[src/drl_pkg.sv]
// Purpose: Shared constants for the descriptor ROM loader
// Assumes: 100 MHz system clock, crystal nominally 12 MHz
// Notes:   Image layout and two-wire framing constants
package drl_pkg;
    localparam int unsigned CLK_FREQ_KHZ  = 100000;
    localparam int unsigned XTAL_FREQ_KHZ = 12000;
    localparam int unsigned SCL_DIV       = 384;
    // One serial clock period, in system clocks, split in four phases
    localparam int unsigned SCL_PERIOD_CYC =
        (SCL_DIV * CLK_FREQ_KHZ) / XTAL_FREQ_KHZ;
    localparam int unsigned QUARTER_CYC   = SCL_PERIOD_CYC / 4;
    localparam int unsigned SYNC_WAIT_CYC = 3;

    localparam logic [7:0] DEV_ADDR_WR = 8'hA0;
    localparam logic [7:0] DEV_ADDR_RD = 8'hA1;
    localparam logic [7:0] ROM_START   = 8'h00;

    localparam int unsigned VID_LEN   = 2;
    localparam int unsigned PID_LEN   = 2;
    localparam int unsigned PSTR_LEN  = 16;
    localparam int unsigned VSTR_LEN  = 32;
    localparam int unsigned PWR_LEN   = 1;
    localparam int unsigned MAXP_LEN  = 1;
    localparam int unsigned HID_LEN   = 3;
    localparam int unsigned VID_OFS   = 0;
    localparam int unsigned PID_OFS   = VID_OFS + VID_LEN;
    localparam int unsigned PSTR_OFS  = PID_OFS + PID_LEN;
    localparam int unsigned VSTR_OFS  = PSTR_OFS + PSTR_LEN;
    localparam int unsigned PWR_OFS   = VSTR_OFS + VSTR_LEN;
    localparam int unsigned MAXP_OFS  = PWR_OFS + PWR_LEN;
    localparam int unsigned HID_OFS   = MAXP_OFS + MAXP_LEN;
    localparam int unsigned ROM_BYTES = HID_OFS + HID_LEN;
    localparam int unsigned IDX_W     = 6;

    localparam logic [15:0] ID_RESET  = 16'h0000;

    typedef enum logic [2:0] {
        DRL_FLD_VID,
        DRL_FLD_PID,
        DRL_FLD_PSTR,
        DRL_FLD_VSTR,
        DRL_FLD_PWR,
        DRL_FLD_MAXP,
        DRL_FLD_HID
    } drl_field_t;
endpackage

[src/drl_loader.sv]
// Purpose: Two-wire master that reads the descriptor override image
// Assumes: Serial ROM on open-drain data and clock pins with pull-ups
// Notes:   One load per reset only
`timescale 1ns/10ps
module drl_loader #(
    parameter int unsigned QUARTER = drl_pkg::QUARTER_CYC,
    parameter int unsigned DATA_W  = 8
) (
    input  wire logic                      clock,
    input  wire logic                      reset_n,
    input  wire logic                      power_select,
    input  wire logic                      host_mode,
    input  wire logic                      rom_serial_data_in,
    output logic                           rom_serial_data_out,
    output logic                           rom_serial_data_oe,
    input  wire logic                      rom_serial_clock_in,
    output logic                           rom_serial_clock_out,
    output logic                           rom_serial_clock_oe,
    output logic                           pullup_enable,
    output logic                           usb_nack_all,
    output logic                           load_done,
    output logic                           override_valid,
    output logic [15:0]                    vendor_id,
    output logic [15:0]                    product_id,
    output logic                           out_valid,
    input  wire logic                      out_ready,
    output logic [DATA_W-1:0]              out_byte,
    output logic [drl_pkg::IDX_W-1:0]      out_index,
    output drl_pkg::drl_field_t            out_field,
    output logic                           out_unicode
);
    import drl_pkg::*;

    typedef enum {
        DRL_SYNC,
        DRL_START,
        DRL_TX,
        DRL_RX,
        DRL_STOP,
        DRL_DONE
    } drl_state_t;

    localparam int unsigned ENT_W = DATA_W + IDX_W;

    function automatic drl_field_t field_of(input logic [IDX_W-1:0] i);
        if (i < IDX_W'(PID_OFS))       field_of = DRL_FLD_VID;
        else if (i < IDX_W'(PSTR_OFS)) field_of = DRL_FLD_PID;
        else if (i < IDX_W'(VSTR_OFS)) field_of = DRL_FLD_PSTR;
        else if (i < IDX_W'(PWR_OFS))  field_of = DRL_FLD_VSTR;
        else if (i < IDX_W'(MAXP_OFS)) field_of = DRL_FLD_PWR;
        else if (i < IDX_W'(HID_OFS))  field_of = DRL_FLD_MAXP;
        else                           field_of = DRL_FLD_HID;
    endfunction

    // Pin synchronisers: stage 1 is read only by stage 2
    logic [3:0] sy1_r;
    logic [3:0] sy2_r;
    logic       psel_s;
    logic       host_s;
    logic       sda_s;
    logic       scl_s;

    always_ff @(posedge clock) begin
        if (!reset_n) begin
            sy1_r <= 4'hF;
            sy2_r <= 4'hF;
        end else begin
            sy1_r <= {power_select, host_mode, rom_serial_data_in,
                      rom_serial_clock_in};
            sy2_r <= sy1_r;
        end
    end

    assign psel_s = sy2_r[3];
    assign host_s = sy2_r[2];
    assign sda_s  = sy2_r[1];
    assign scl_s  = sy2_r[0];

    // Two-entry buffer between the serial engine and the consumer
    logic [ENT_W-1:0] mem_r [2];
    logic [ENT_W-1:0] mem_nxt [2];
    logic             wp_r;
    logic             wp_nxt;
    logic             rp_r;
    logic             rp_nxt;
    logic [1:0]       cnt_r;
    logic [1:0]       cnt_nxt;
    logic             in_ready;
    logic             push;
    logic [ENT_W-1:0] push_data;
    logic             pop;

    assign in_ready = (cnt_r != 2'h2);
    assign out_valid = (cnt_r != 2'h0);
    assign pop = out_valid && out_ready;

    always_comb begin
        mem_nxt = mem_r;
        wp_nxt  = wp_r;
        rp_nxt  = rp_r;
        cnt_nxt = cnt_r;
        if (push) begin
            mem_nxt[wp_r] = push_data;
            wp_nxt = ~wp_r;
        end
        if (pop) begin
            rp_nxt = ~rp_r;
        end
        case ({push, pop})
            2'b10:   cnt_nxt = cnt_r + 2'h1;
            2'b01:   cnt_nxt = cnt_r - 2'h1;
            default: cnt_nxt = cnt_r;
        endcase
    end

    always_ff @(posedge clock) begin
        if (!reset_n) begin
            mem_r[0] <= '0;
            mem_r[1] <= '0;
            wp_r     <= 1'b0;
            rp_r     <= 1'b0;
            cnt_r    <= 2'h0;
        end else begin
            mem_r <= mem_nxt;
            wp_r  <= wp_nxt;
            rp_r  <= rp_nxt;
            cnt_r <= cnt_nxt;
        end
    end

    assign out_byte  = mem_r[rp_r][ENT_W-1:IDX_W];
    assign out_index = mem_r[rp_r][IDX_W-1:0];
    assign out_field = field_of(out_index);
    // String bytes go to the host as Unicode: zero high byte added
    assign out_unicode = (out_field == DRL_FLD_PSTR) ||
                         (out_field == DRL_FLD_VSTR);

    // Serial sequencer
    drl_state_t       st_r;
    drl_state_t       st_nxt;
    logic [15:0]      tick_r;
    logic [15:0]      tick_nxt;
    logic [1:0]       ph_r;
    logic [1:0]       ph_nxt;
    logic [3:0]       bit_r;
    logic [3:0]       bit_nxt;
    logic [7:0]       sh_r;
    logic [7:0]       sh_nxt;
    logic [1:0]       step_r;
    logic [1:0]       step_nxt;
    logic [IDX_W-1:0] idx_r;
    logic [IDX_W-1:0] idx_nxt;
    logic             sda_lo_r;
    logic             sda_lo_nxt;
    logic             scl_lo_r;
    logic             scl_lo_nxt;
    logic             ok_r;
    logic             ok_nxt;
    logic             done_r;
    logic             done_nxt;
    logic [15:0]      vid_r;
    logic [15:0]      vid_nxt;
    logic [15:0]      pid_r;
    logic [15:0]      pid_nxt;
    logic             adv;
    logic             hold;
    logic             last;

    // A slave stretching the clock holds the high phases
    assign hold = !scl_lo_r && !scl_s;
    assign adv  = !hold && (tick_r == 16'(QUARTER - 1));
    assign last = (idx_r == IDX_W'(ROM_BYTES - 1));
    // The final bit joins the byte in the same cycle it is pushed
    assign push_data = {sda_s, sh_r[7:1], idx_r};

    always_comb begin
        st_nxt   = st_r;
        tick_nxt = hold ? 16'h0000 : (adv ? 16'h0000 : tick_r + 16'h0001);
        ph_nxt   = ph_r;
        bit_nxt  = bit_r;
        sh_nxt   = sh_r;
        step_nxt = step_r;
        idx_nxt  = idx_r;
        ok_nxt   = ok_r;
        done_nxt = done_r;
        vid_nxt  = vid_r;
        pid_nxt  = pid_r;
        push     = 1'b0;
        if (adv) begin
            ph_nxt = ph_r + 2'h1;
        end
        case (st_r)
            DRL_SYNC: begin
                // Straps are judged only once the synchronisers have filled
                if (tick_r == 16'(SYNC_WAIT_CYC)) begin
                    tick_nxt = 16'h0000;
                    ph_nxt   = 2'h0;
                    if (psel_s && host_s) begin
                        st_nxt = DRL_START;
                    end else begin
                        st_nxt  = DRL_DONE;
                        done_nxt = 1'b1;
                    end
                end
            end
            DRL_START: begin
                if (adv && ph_r == 2'h3) begin
                    st_nxt  = DRL_TX;
                    bit_nxt = 4'h0;
                    sh_nxt  = (step_r == 2'h0) ? DEV_ADDR_WR
                                               : DEV_ADDR_RD;
                    step_nxt = (step_r == 2'h0) ? 2'h0 : 2'h3;
                end
            end
            DRL_TX: begin
                if (adv && ph_r == 2'h3) begin
                    if (bit_r != 4'h8) begin
                        sh_nxt  = {sh_r[6:0], 1'b0};
                        bit_nxt = bit_r + 4'h1;
                    end else if (sda_s) begin
                        // No answer from the ROM: keep built-in data
                        st_nxt = DRL_STOP;
                        ok_nxt = 1'b0;
                    end else begin
                        bit_nxt = 4'h0;
                        case (step_r)
                            2'h0: begin
                                sh_nxt   = ROM_START;
                                step_nxt = 2'h1;
                            end
                            2'h1: begin
                                st_nxt   = DRL_START;
                                step_nxt = 2'h2;
                            end
                            default: begin
                                st_nxt  = DRL_RX;
                                idx_nxt = '0;
                            end
                        endcase
                    end
                end
            end
            DRL_RX: begin
                if (adv && ph_r == 2'h3) begin
                    if (bit_r == 4'h7) begin
                        // Stall with the clock high until the buffer has room
                        if (in_ready) begin
                            push    = 1'b1;
                            bit_nxt = 4'h8;
                        end else begin
                            ph_nxt   = ph_r;
                            tick_nxt = tick_r;
                        end
                    end else if (bit_r == 4'h8) begin
                        if (last) begin
                            st_nxt = DRL_STOP;
                            ok_nxt = 1'b1;
                        end else begin
                            idx_nxt = idx_r + IDX_W'(1);
                            bit_nxt = 4'h0;
                        end
                    end else begin
                        bit_nxt = bit_r + 4'h1;
                    end
                    // A stalled bit 7 is taken once, when the buffer frees
                    if ((bit_r != 4'h8) && !((bit_r == 4'h7) && !in_ready))
                    begin
                        // First bit on the wire is bit 0
                        sh_nxt = {sda_s, sh_r[7:1]};
                    end
                end
                if (push) begin
                    // Identifiers arrive low byte first
                    case (idx_r)
                        IDX_W'(VID_OFS):     vid_nxt[7:0]  = sda_s ? {1'b1,
                            sh_r[7:1]} : {1'b0, sh_r[7:1]};
                        IDX_W'(VID_OFS + 1): vid_nxt[15:8] = {sda_s,
                            sh_r[7:1]};
                        IDX_W'(PID_OFS):     pid_nxt[7:0]  = {sda_s,
                            sh_r[7:1]};
                        IDX_W'(PID_OFS + 1): pid_nxt[15:8] = {sda_s,
                            sh_r[7:1]};
                        default: ;
                    endcase
                end
            end
            DRL_STOP: begin
                if (adv && ph_r == 2'h3) begin
                    st_nxt   = DRL_DONE;
                    done_nxt = 1'b1;
                end
            end
            DRL_DONE: begin
                // Held until the next reset: one load only
                tick_nxt = 16'h0000;
                ph_nxt   = 2'h0;
            end
            default: st_nxt = DRL_DONE;
        endcase

        // Open-drain drive for the phase being entered
        case (st_nxt)
            DRL_START: begin
                scl_lo_nxt = (ph_nxt == 2'h0);
                sda_lo_nxt = (ph_nxt[1] == 1'b1);
            end
            DRL_TX: begin
                scl_lo_nxt = !ph_nxt[1];
                sda_lo_nxt = (bit_nxt != 4'h8) && !sh_nxt[7];
            end
            DRL_RX: begin
                scl_lo_nxt = !ph_nxt[1];
                // Master ACKs each byte, NACKs the last one
                sda_lo_nxt = (bit_nxt == 4'h8) && !last;
            end
            DRL_STOP: begin
                scl_lo_nxt = (ph_nxt == 2'h0);
                sda_lo_nxt = (ph_nxt != 2'h3);
            end
            default: begin
                scl_lo_nxt = 1'b0;
                sda_lo_nxt = 1'b0;
            end
        endcase
    end

    always_ff @(posedge clock) begin
        if (!reset_n) begin
            st_r     <= DRL_SYNC;
            tick_r   <= 16'h0000;
            ph_r     <= 2'h0;
            bit_r    <= 4'h0;
            sh_r     <= 8'h00;
            step_r   <= 2'h0;
            idx_r    <= '0;
            sda_lo_r <= 1'b0;
            scl_lo_r <= 1'b0;
            ok_r     <= 1'b0;
            done_r   <= 1'b0;
            vid_r    <= ID_RESET;
            pid_r    <= ID_RESET;
        end else begin
            st_r     <= st_nxt;
            tick_r   <= tick_nxt;
            ph_r     <= ph_nxt;
            bit_r    <= bit_nxt;
            sh_r     <= sh_nxt;
            step_r   <= step_nxt;
            idx_r    <= idx_nxt;
            sda_lo_r <= sda_lo_nxt;
            scl_lo_r <= scl_lo_nxt;
            ok_r     <= ok_nxt;
            done_r   <= done_nxt;
            vid_r    <= vid_nxt;
            pid_r    <= pid_nxt;
        end
    end

    assign rom_serial_data_out  = 1'b0;
    assign rom_serial_data_oe   = sda_lo_r;
    assign rom_serial_clock_out = 1'b0;
    assign rom_serial_clock_oe  = scl_lo_r;
    assign load_done      = done_r;
    assign override_valid = done_r && ok_r;
    assign pullup_enable  = done_r;
    assign usb_nack_all   = !done_r;
    assign vendor_id      = vid_r;
    assign product_id     = pid_r;
endmodule

[config.mk]
export PLATFORM = sky130hd
export DESIGN_NAME = drl_loader
export DESIGN_NICKNAME = d
export VERILOG_FILES = /design/src/drl_pkg.sv /design/src/drl_loader.sv
export SDC_FILE = /design/constraint.sdc
export NUM_CORES = 1
export LEC_CHECK = 0
export BUFFER_PORTS_ARGS = -buffer_cell sky130_fd_sc_hd__buf_2
export CAP_MARGIN = 0
export CORE_MARGIN = 8
export CORE_UTILIZATION = 40
export CTS_BUF_LIST = sky130_fd_sc_hd__clkbuf_4
export DETAILED_ROUTE_END_ITERATION = 6
export HOLD_SLACK_MARGIN = 0.02
export PLACE_DENSITY = 0.63
export SLEW_MARGIN = 20
export SYNTH_ARGS = -nofsm -noshare
export SYNTH_HDL_FRONTEND = slang
export SYNTH_SLANG_ARGS = --single-unit
[constraint.sdc]
create_clock -name clock -period 2.9 [get_ports clock]
set_clock_uncertainty 0.2 [all_clocks]
set_input_delay 0.58 -clock clock [delete_from_list [all_inputs] [get_ports clock]]
set_output_delay 0.58 -clock clock [all_outputs]
set_load 0.05 [all_outputs]
-- Word-level counts from Yosys, hierarchy flattened
Index checks and enable logic that the tools add are counted.
- output and inout bits: 59
- flip-flop bits (word level): 146
- word-level logic and storage cells: 226
- input port bits: 7
- bitwise gates (word level): 4
- add/subtract/negate cells: 6
- multiplexer cells: 94
- reductions and logical operators: 43
- order comparisons: 9
- eq/ne operators: 47
- operator list (cell ; count):
    2-to-1 mux 32 bit ; 10
    case mux 32 bit (6 select lines) ; 1
    equality test 32 x 2 -> 1 bit (second input constant) ; 4
    equality test 32 x 3 -> 1 bit (second input constant) ; 3
    2-to-1 mux 16 bit ; 6
    equality test 32 x 1 -> 1 bit (second input constant) ; 2
    2-to-1 mux 8 bit ; 8
    case mux 32 bit (2 select lines) ; 1
    2-to-1 mux 14 bit ; 4
    2-to-1 mux 6 bit ; 8
    case mux 16 bit (3 select lines) ; 1
    2-to-1 mux 4 bit ; 9
    inequality test 2 bit (second input constant) ; 17
    zero test 32 bit ; 1
    bitwise mux 28 bit ; 1
    2-to-1 mux 2 bit ; 12
    case mux 8 bit (3 select lines) ; 1
    less-than comparator 6 bit (second input constant) ; 3
    adder 16 x 1 -> 16 bit (second input constant) ; 1
    equality test 16 x 10 -> 1 bit (second input constant) ; 1
    equality test 16 x 2 -> 1 bit (second input constant) ; 1
    2-to-1 mux 1 bit ; 16
    2-to-1 mux 3 bit ; 5
    demux 14 bit (select 1 bit) ; 1
    other kinds (41) ; 86

-- Longest topological paths before layout
- word-level depth: 13
- mapped depth: 11
- gate-level depth less buffers: 10

-- Worst setup path after synthesis
OpenSTA, ideal clock, no wires.
- kind: register to output
- from: register rp_r
- to: output port out_unicode
- arrival: 2.776 ns
- slack: -0.656 ns
- path buffers: 2
- cell stages (with the launch flop): 8
- required time: 2.120 ns
- path through: dfxtp_1 > clkbuf_1 > buf_1 > mux2i_1 > inv_1 > nor2_1 > nor2_1 > a21oi_1
- elaborated cells between the ends (all ways): 19
- those cells by class: order compare (6); eq/ne (2); mux (9); bitwise (1); reduce/logical (1)
- RTL lines (element ; RTL line ; RTL):
    start: declaration ; drl_loader.sv:84 ; logic rp_r;
    start signal: assignment ; drl_loader.sv:126 ; rp_r <= rp_nxt;
    NOT 1 -> 2 bit (implied by the code) (*) ; drl_loader.sv:132 ; assign out_index = mem_r[rp_r][IDX_W-1:0];
    2-to-1 mux 14 bit (implied by the code) (*) (3 in series) ; drl_loader.sv:132 ;
    net out_index, one bit ; drl_loader.sv:28 ; output logic [drl_pkg::IDX_W-1:0] out_index,
    less-than comparator 6 bit ; drl_loader.sv:49 ; else if (i < IDX_W'(PWR_OFS)) field_of = DRL_FLD_VSTR;
    2-to-1 mux 3 bit ; drl_loader.sv:49 ;
    2-to-1 mux 3 bit ; drl_loader.sv:48 ; else if (i < IDX_W'(VSTR_OFS)) field_of = DRL_FLD_PSTR;
    2-to-1 mux 3 bit ; drl_loader.sv:47 ; else if (i < IDX_W'(PSTR_OFS)) field_of = DRL_FLD_PID;
    2-to-1 mux 3 bit (*) ; drl_loader.sv:46 ; if (i < IDX_W'(PID_OFS)) field_of = DRL_FLD_VID;
    net out_field[2] ; drl_loader.sv:29 ; output drl_pkg::drl_field_t out_field,
    equality test 3 x 2 -> 1 bit, on equally long branches ; drl_loader.sv:135, drl_loader.sv:136 ;
    logical OR 1 bit (*) ; drl_loader.sv:135 ; assign out_unicode = (out_field == DRL_FLD_PSTR) ||
    end: declaration ; drl_loader.sv:30 ; output logic out_unicode
Mark *: on every way through the listed nets, which the timed path passes. The rest lies on a longest branch. The select of a mux whose other input is x is not followed.

-- Final worst setup path
- from: register st_r[27]
- to: register sda_lo_r, in the netlist rom_serial_data_oe
- longest elaborated chain between the ends: 7
- elaborated cells between the ends (all ways): 32
- those cells by class: eq/ne (12); mux (16); reduce/logical (4)
- RTL lines (element ; RTL line ; RTL):
    start: declaration ; drl_loader.sv:139 ; drl_state_t st_r;
    start signal: assignment ; drl_loader.sv:343 ; st_r <= st_nxt;
    case mux 32 bit (2 select lines) / 2-to-1 mux 32 bit (equally long branches) ; drl_loader.sv:226, drl_loader.sv:255 ;
    2-to-1 mux 32 bit, on equally long branches ; drl_loader.sv:220, drl_loader.sv:254 ;
    2-to-1 mux 32 bit, on equally long branches ; drl_loader.sv:217, drl_loader.sv:245 ;
    2-to-1 mux 32 bit, on equally long branches ; drl_loader.sv:216, drl_loader.sv:244 ;
    case mux 32 bit (6 select lines) ; drl_loader.sv:192 ; case (st_r)
    equality test 32 x 3 -> 1 bit (tied with other cells) ; drl_loader.sv:302 ; case (st_nxt)
    case mux 1 bit (4 select lines) (*) ; drl_loader.sv:302 ;
    end signal: assignment ; drl_loader.sv:350 ; sda_lo_r <= sda_lo_nxt;
    end: declaration ; drl_loader.sv:153 ; logic sda_lo_r;
Mark *: on every way between the ends. The rest lies on a longest branch, timed or not.
A chain may end at the register's enable or synchronous reset.

==> results.sh <==
export IMPL_holdPathStages=2
export IMPL_start_util=0.410
export IMPL_worst_pin_slew_ns=0.531
export IMPL_busiest_layer="met2"
export IMPL_syn_area_mm2=0.00623
export IMPL_rr_worst_depth=9
export IMPL_peakVddDrop_uv=267
export IMPL_yosysSeqAreaShare=0.469
export IMPL_final_fill_count=1472
export IMPL_synthFlopType="dfxtp_1"
export IMPL_cts_tree="built"
export IMPL_maxSlewHeadroom=0.645
export IMPL_fin_crit_sh=0.975
export IMPL_hold_violations=0
export IMPL_dp_slack_ns=0.00282
export IMPL_cap_violations=0
export IMPL_arrival_ns=3.10
export IMPL_path_clk_slew_ns=0.13
export IMPL_power_uw=3320
export IMPL_clk_latency_ns=0.54
export IMPL_start_kind="register"
export IMPL_grt_use_met3=0.0354
export IMPL_p_leak_uw=0.00297
export IMPL_async_flop_share=0
export IMPL_layout_nets=878
export IMPL_via_per_inst=5.09
export IMPL_grt_max_degree=54
export IMPL_numCtsBuffers=17
export IMPL_fin_ws_ns=0.0718
export IMPL_grt_pass1_wl_um=25100
export IMPL_routabilityCongestion=0.916
export IMPL_die_area_mm2=0.0198
export IMPL_seqCellArea_mm2=0.00293
export IMPL_ant_nets=0
export IMPL_met1_usage=0.197
export IMPL_synth_edf_count=0
export IMPL_route_vias_total=5414
export IMPL_post_synth_cell_area_avg_um2=8.58
export IMPL_critPathRequiredTime_ns=3.17
export IMPL_worst_path_max_fanout=4
export IMPL_area_delta_synth_final_pct=23.3
export IMPL_end_kind="register"
export IMPL_setup_viol=0
export IMPL_routed_wl_um=15500
export IMPL_period_needed_ns=2.83
export IMPL_power_per_cell_area_mw_per_mm2=432
export IMPL_h_tree_depth=4
export IMPL_core_area_mm2=0.0152
export IMPL_placedCellCount=1014
export IMPL_synthCells=726
export IMPL_cts_root_buf="clkbuf_4"
export IMPL_ys_warn_count=0
export IMPL_hpwl_um=10900
export IMPL_crit_type="register to register"
export IMPL_grt_use_met2=0.250
export IMPL_grt_pass1_vias=5002
export IMPL_ys_types=72
export IMPL_drtIter0Drc=322
export IMPL_drcViolationCount=0
export IMPL_cts_sinks=146
export IMPL_placementRows=45
export IMPL_first_pass_iters=5
export IMPL_grt_ovfl_total=0
export IMPL_drv_slew=0
export IMPL_rsz0062_at_grt="true"
export IMPL_drt_wirelength_per_cell_um=14.6
export IMPL_hp_class="primary input to register"
export IMPL_ys_seq_elements=146
export IMPL_die_w_um=141
export IMPL_numPortBuffers=63
export IMPL_grt_usage=0.155
export IMPL_fmax_ghz=0.354
export IMPL_multi_input_comb_area_mm2=0.00336
export IMPL_ios=66
export IMPL_die_height_um=141
export IMPL_layout_cells_non_filler=1064
export IMPL_antenna_found_initial=1
export IMPL_outcome="finished clean"
export IMPL_cts_buffer_depth=2
export IMPL_drive_above_1_share=0.254
[synth_stat cells (3+ instances only)]
cell,count,area (um2)
nand2_1,166,623
dfxtp_1,146,2920
a21oi_1,50,250
nor2_1,44,165
clkbuf_1,32,120
a21boi_0,31,233
nand3_1,17,85.1
nor3_1,16,80.1
nor4_1,14,87.6
and2_1,13,81.3
mux2_2,13,146
inv_1,12,45.0
nand2b_1,11,68.8
xnor2_1,11,96.3
xor2_1,11,96.3
o21ai_0,10,50.1
and3_1,9,56.3
ha_1,9,113
a22oi_1,7,52.6
nor2b_1,7,43.8
or2_2,7,43.8
nand4_1,6,37.5
a211oi_1,4,30.0
a21o_1,4,30.0
a31oi_1,4,25.0
mux2i_1,4,40.0
nand3b_1,4,30.0
or4_1,4,30.0
buf_1,3,11.3
buf_4,3,22.5
or3_1,3,18.8
[worst max-delay path, stage by stage (launching register included)]
cell and delay, ns:
dfxtp_1 0.33, nor4_2 0.30, nand4_1 0.15, buf_6 0.17
nor4_4 0.29, nand3_1 0.14, a221o_1 0.36, nor4_2 0.31
mux2_2 0.38, a21oi_2 0.14
[power breakdown]
part	switching (uW)	internal [uW]	total (uW)
sequential	15.8	2030	2050
clock	727	440	1170
combinational	62.8	42.0	105
[layout make-up]
cell class / count / area share
antenna: 1 / 0.000326
clock buffer: 19 / 0.0186
timing repair buffer: 127 / 0.110
multi-input combinational: 557 / 0.438
clock inverter: 13 / 0.0145
tap: 188 / 0.0306
sequential: 146 / 0.382
inverter: 13 / 0.00635
[stage by stage]
stage | hold WS, ns | instance area [um2] | setup TNS [ns] | utilization
after floorplan | 0.186 | 6370 | 0 | -
after global placement | 0.190 | 7110 | 0 | 0.468
after detailed placement | 0.197 | 7110 | 0 | 0.468
after CTS | 0.104 | 7500 | 0 | 0.493
after global routing | 0.0985 | 7680 | -0.619 | 0.505
final | 0.167 | 7680 | 0 | 0.505
[routing by layer]
layer	up-vias	wire, um
li1	2744	-
met2	131	7170
met1	2525	7290
met4	0	202
met5	-	0
met3	14	829
[cells by family after synthesis]
logic type	synth area share
simple gates	0.264
flops	0.469
compound gates	0.154
buf+inv	0.0341
xor+xnor	0.0309
mux	0.0299
fa+ha+maj	0.0181
other cells	0.000602
[flip-flops by register name (all words and copies together), names as in the netlist]
name / count
st_r: 32
mem_r: 28
product_id: 16
tick_r: 16
vendor_id: 16
sh_r: 8
idx_r: 6
bit_r: 4
sy1_r: 4
sy2_r: 4
cnt_r: 2
ph_r: 2
step_r: 2
load_done: 1
ok_r: 1
rom_serial_clock_oe: 1
rom_serial_data_oe: 1
rp_r: 1
wp_r: 1
[placed cells by master, fill, tap and decap left out, types with 4 or more instances in the layout]
cell type and count:
or4_1 4, nand4_1 6, dfxtp_1 141, xnor2_1 11, nand3b_1 4, xor2_1 11, nor3_1 15, clkbuf_4 19
nand2_1 166, nor4_2 5, conb_1 31, a22oi_1 7, a21o_1 4, dlygate4sd3_1 4, buf_4 58, a21oi_1 49
a211oi_1 4, nor2b_1 7, buf_2 60, nand2b_1 11, and3_1 8, a21boi_0 30, nor2_1 40, mux2_2 11
and2_2 4, ha_1 7, nor4_1 8, o21ai_0 9, inv_1 10, clkinvlp_4 5, and2_1 9, nand3_1 16
or2_2 6
[timing repair]
action | CTS | global route
endpoints found under the hold margin | 4 | 0
endpoints found under the setup margin | 6 | 50
resized for setup | 19 | 30
pin swaps | 1 | 15
buffers inserted | 2 | 11
hold buffers | 4 | 0
[worst paths after layout]
| check | start | end | slack, ns |
|---|---|---|---|
| setup / recovery | st_r[27] | rom_serial_data_oe | 0.07 |
| hold / removal | reset_n | sh_r[6] | 0.17 |
| setup reg to reg | st_r[27] | rom_serial_data_oe | 0.07 |
| hold reg to reg | sy1_r[1] | sy2_r[1] | 0.22 |
Power figures use the tool's default switching activity.
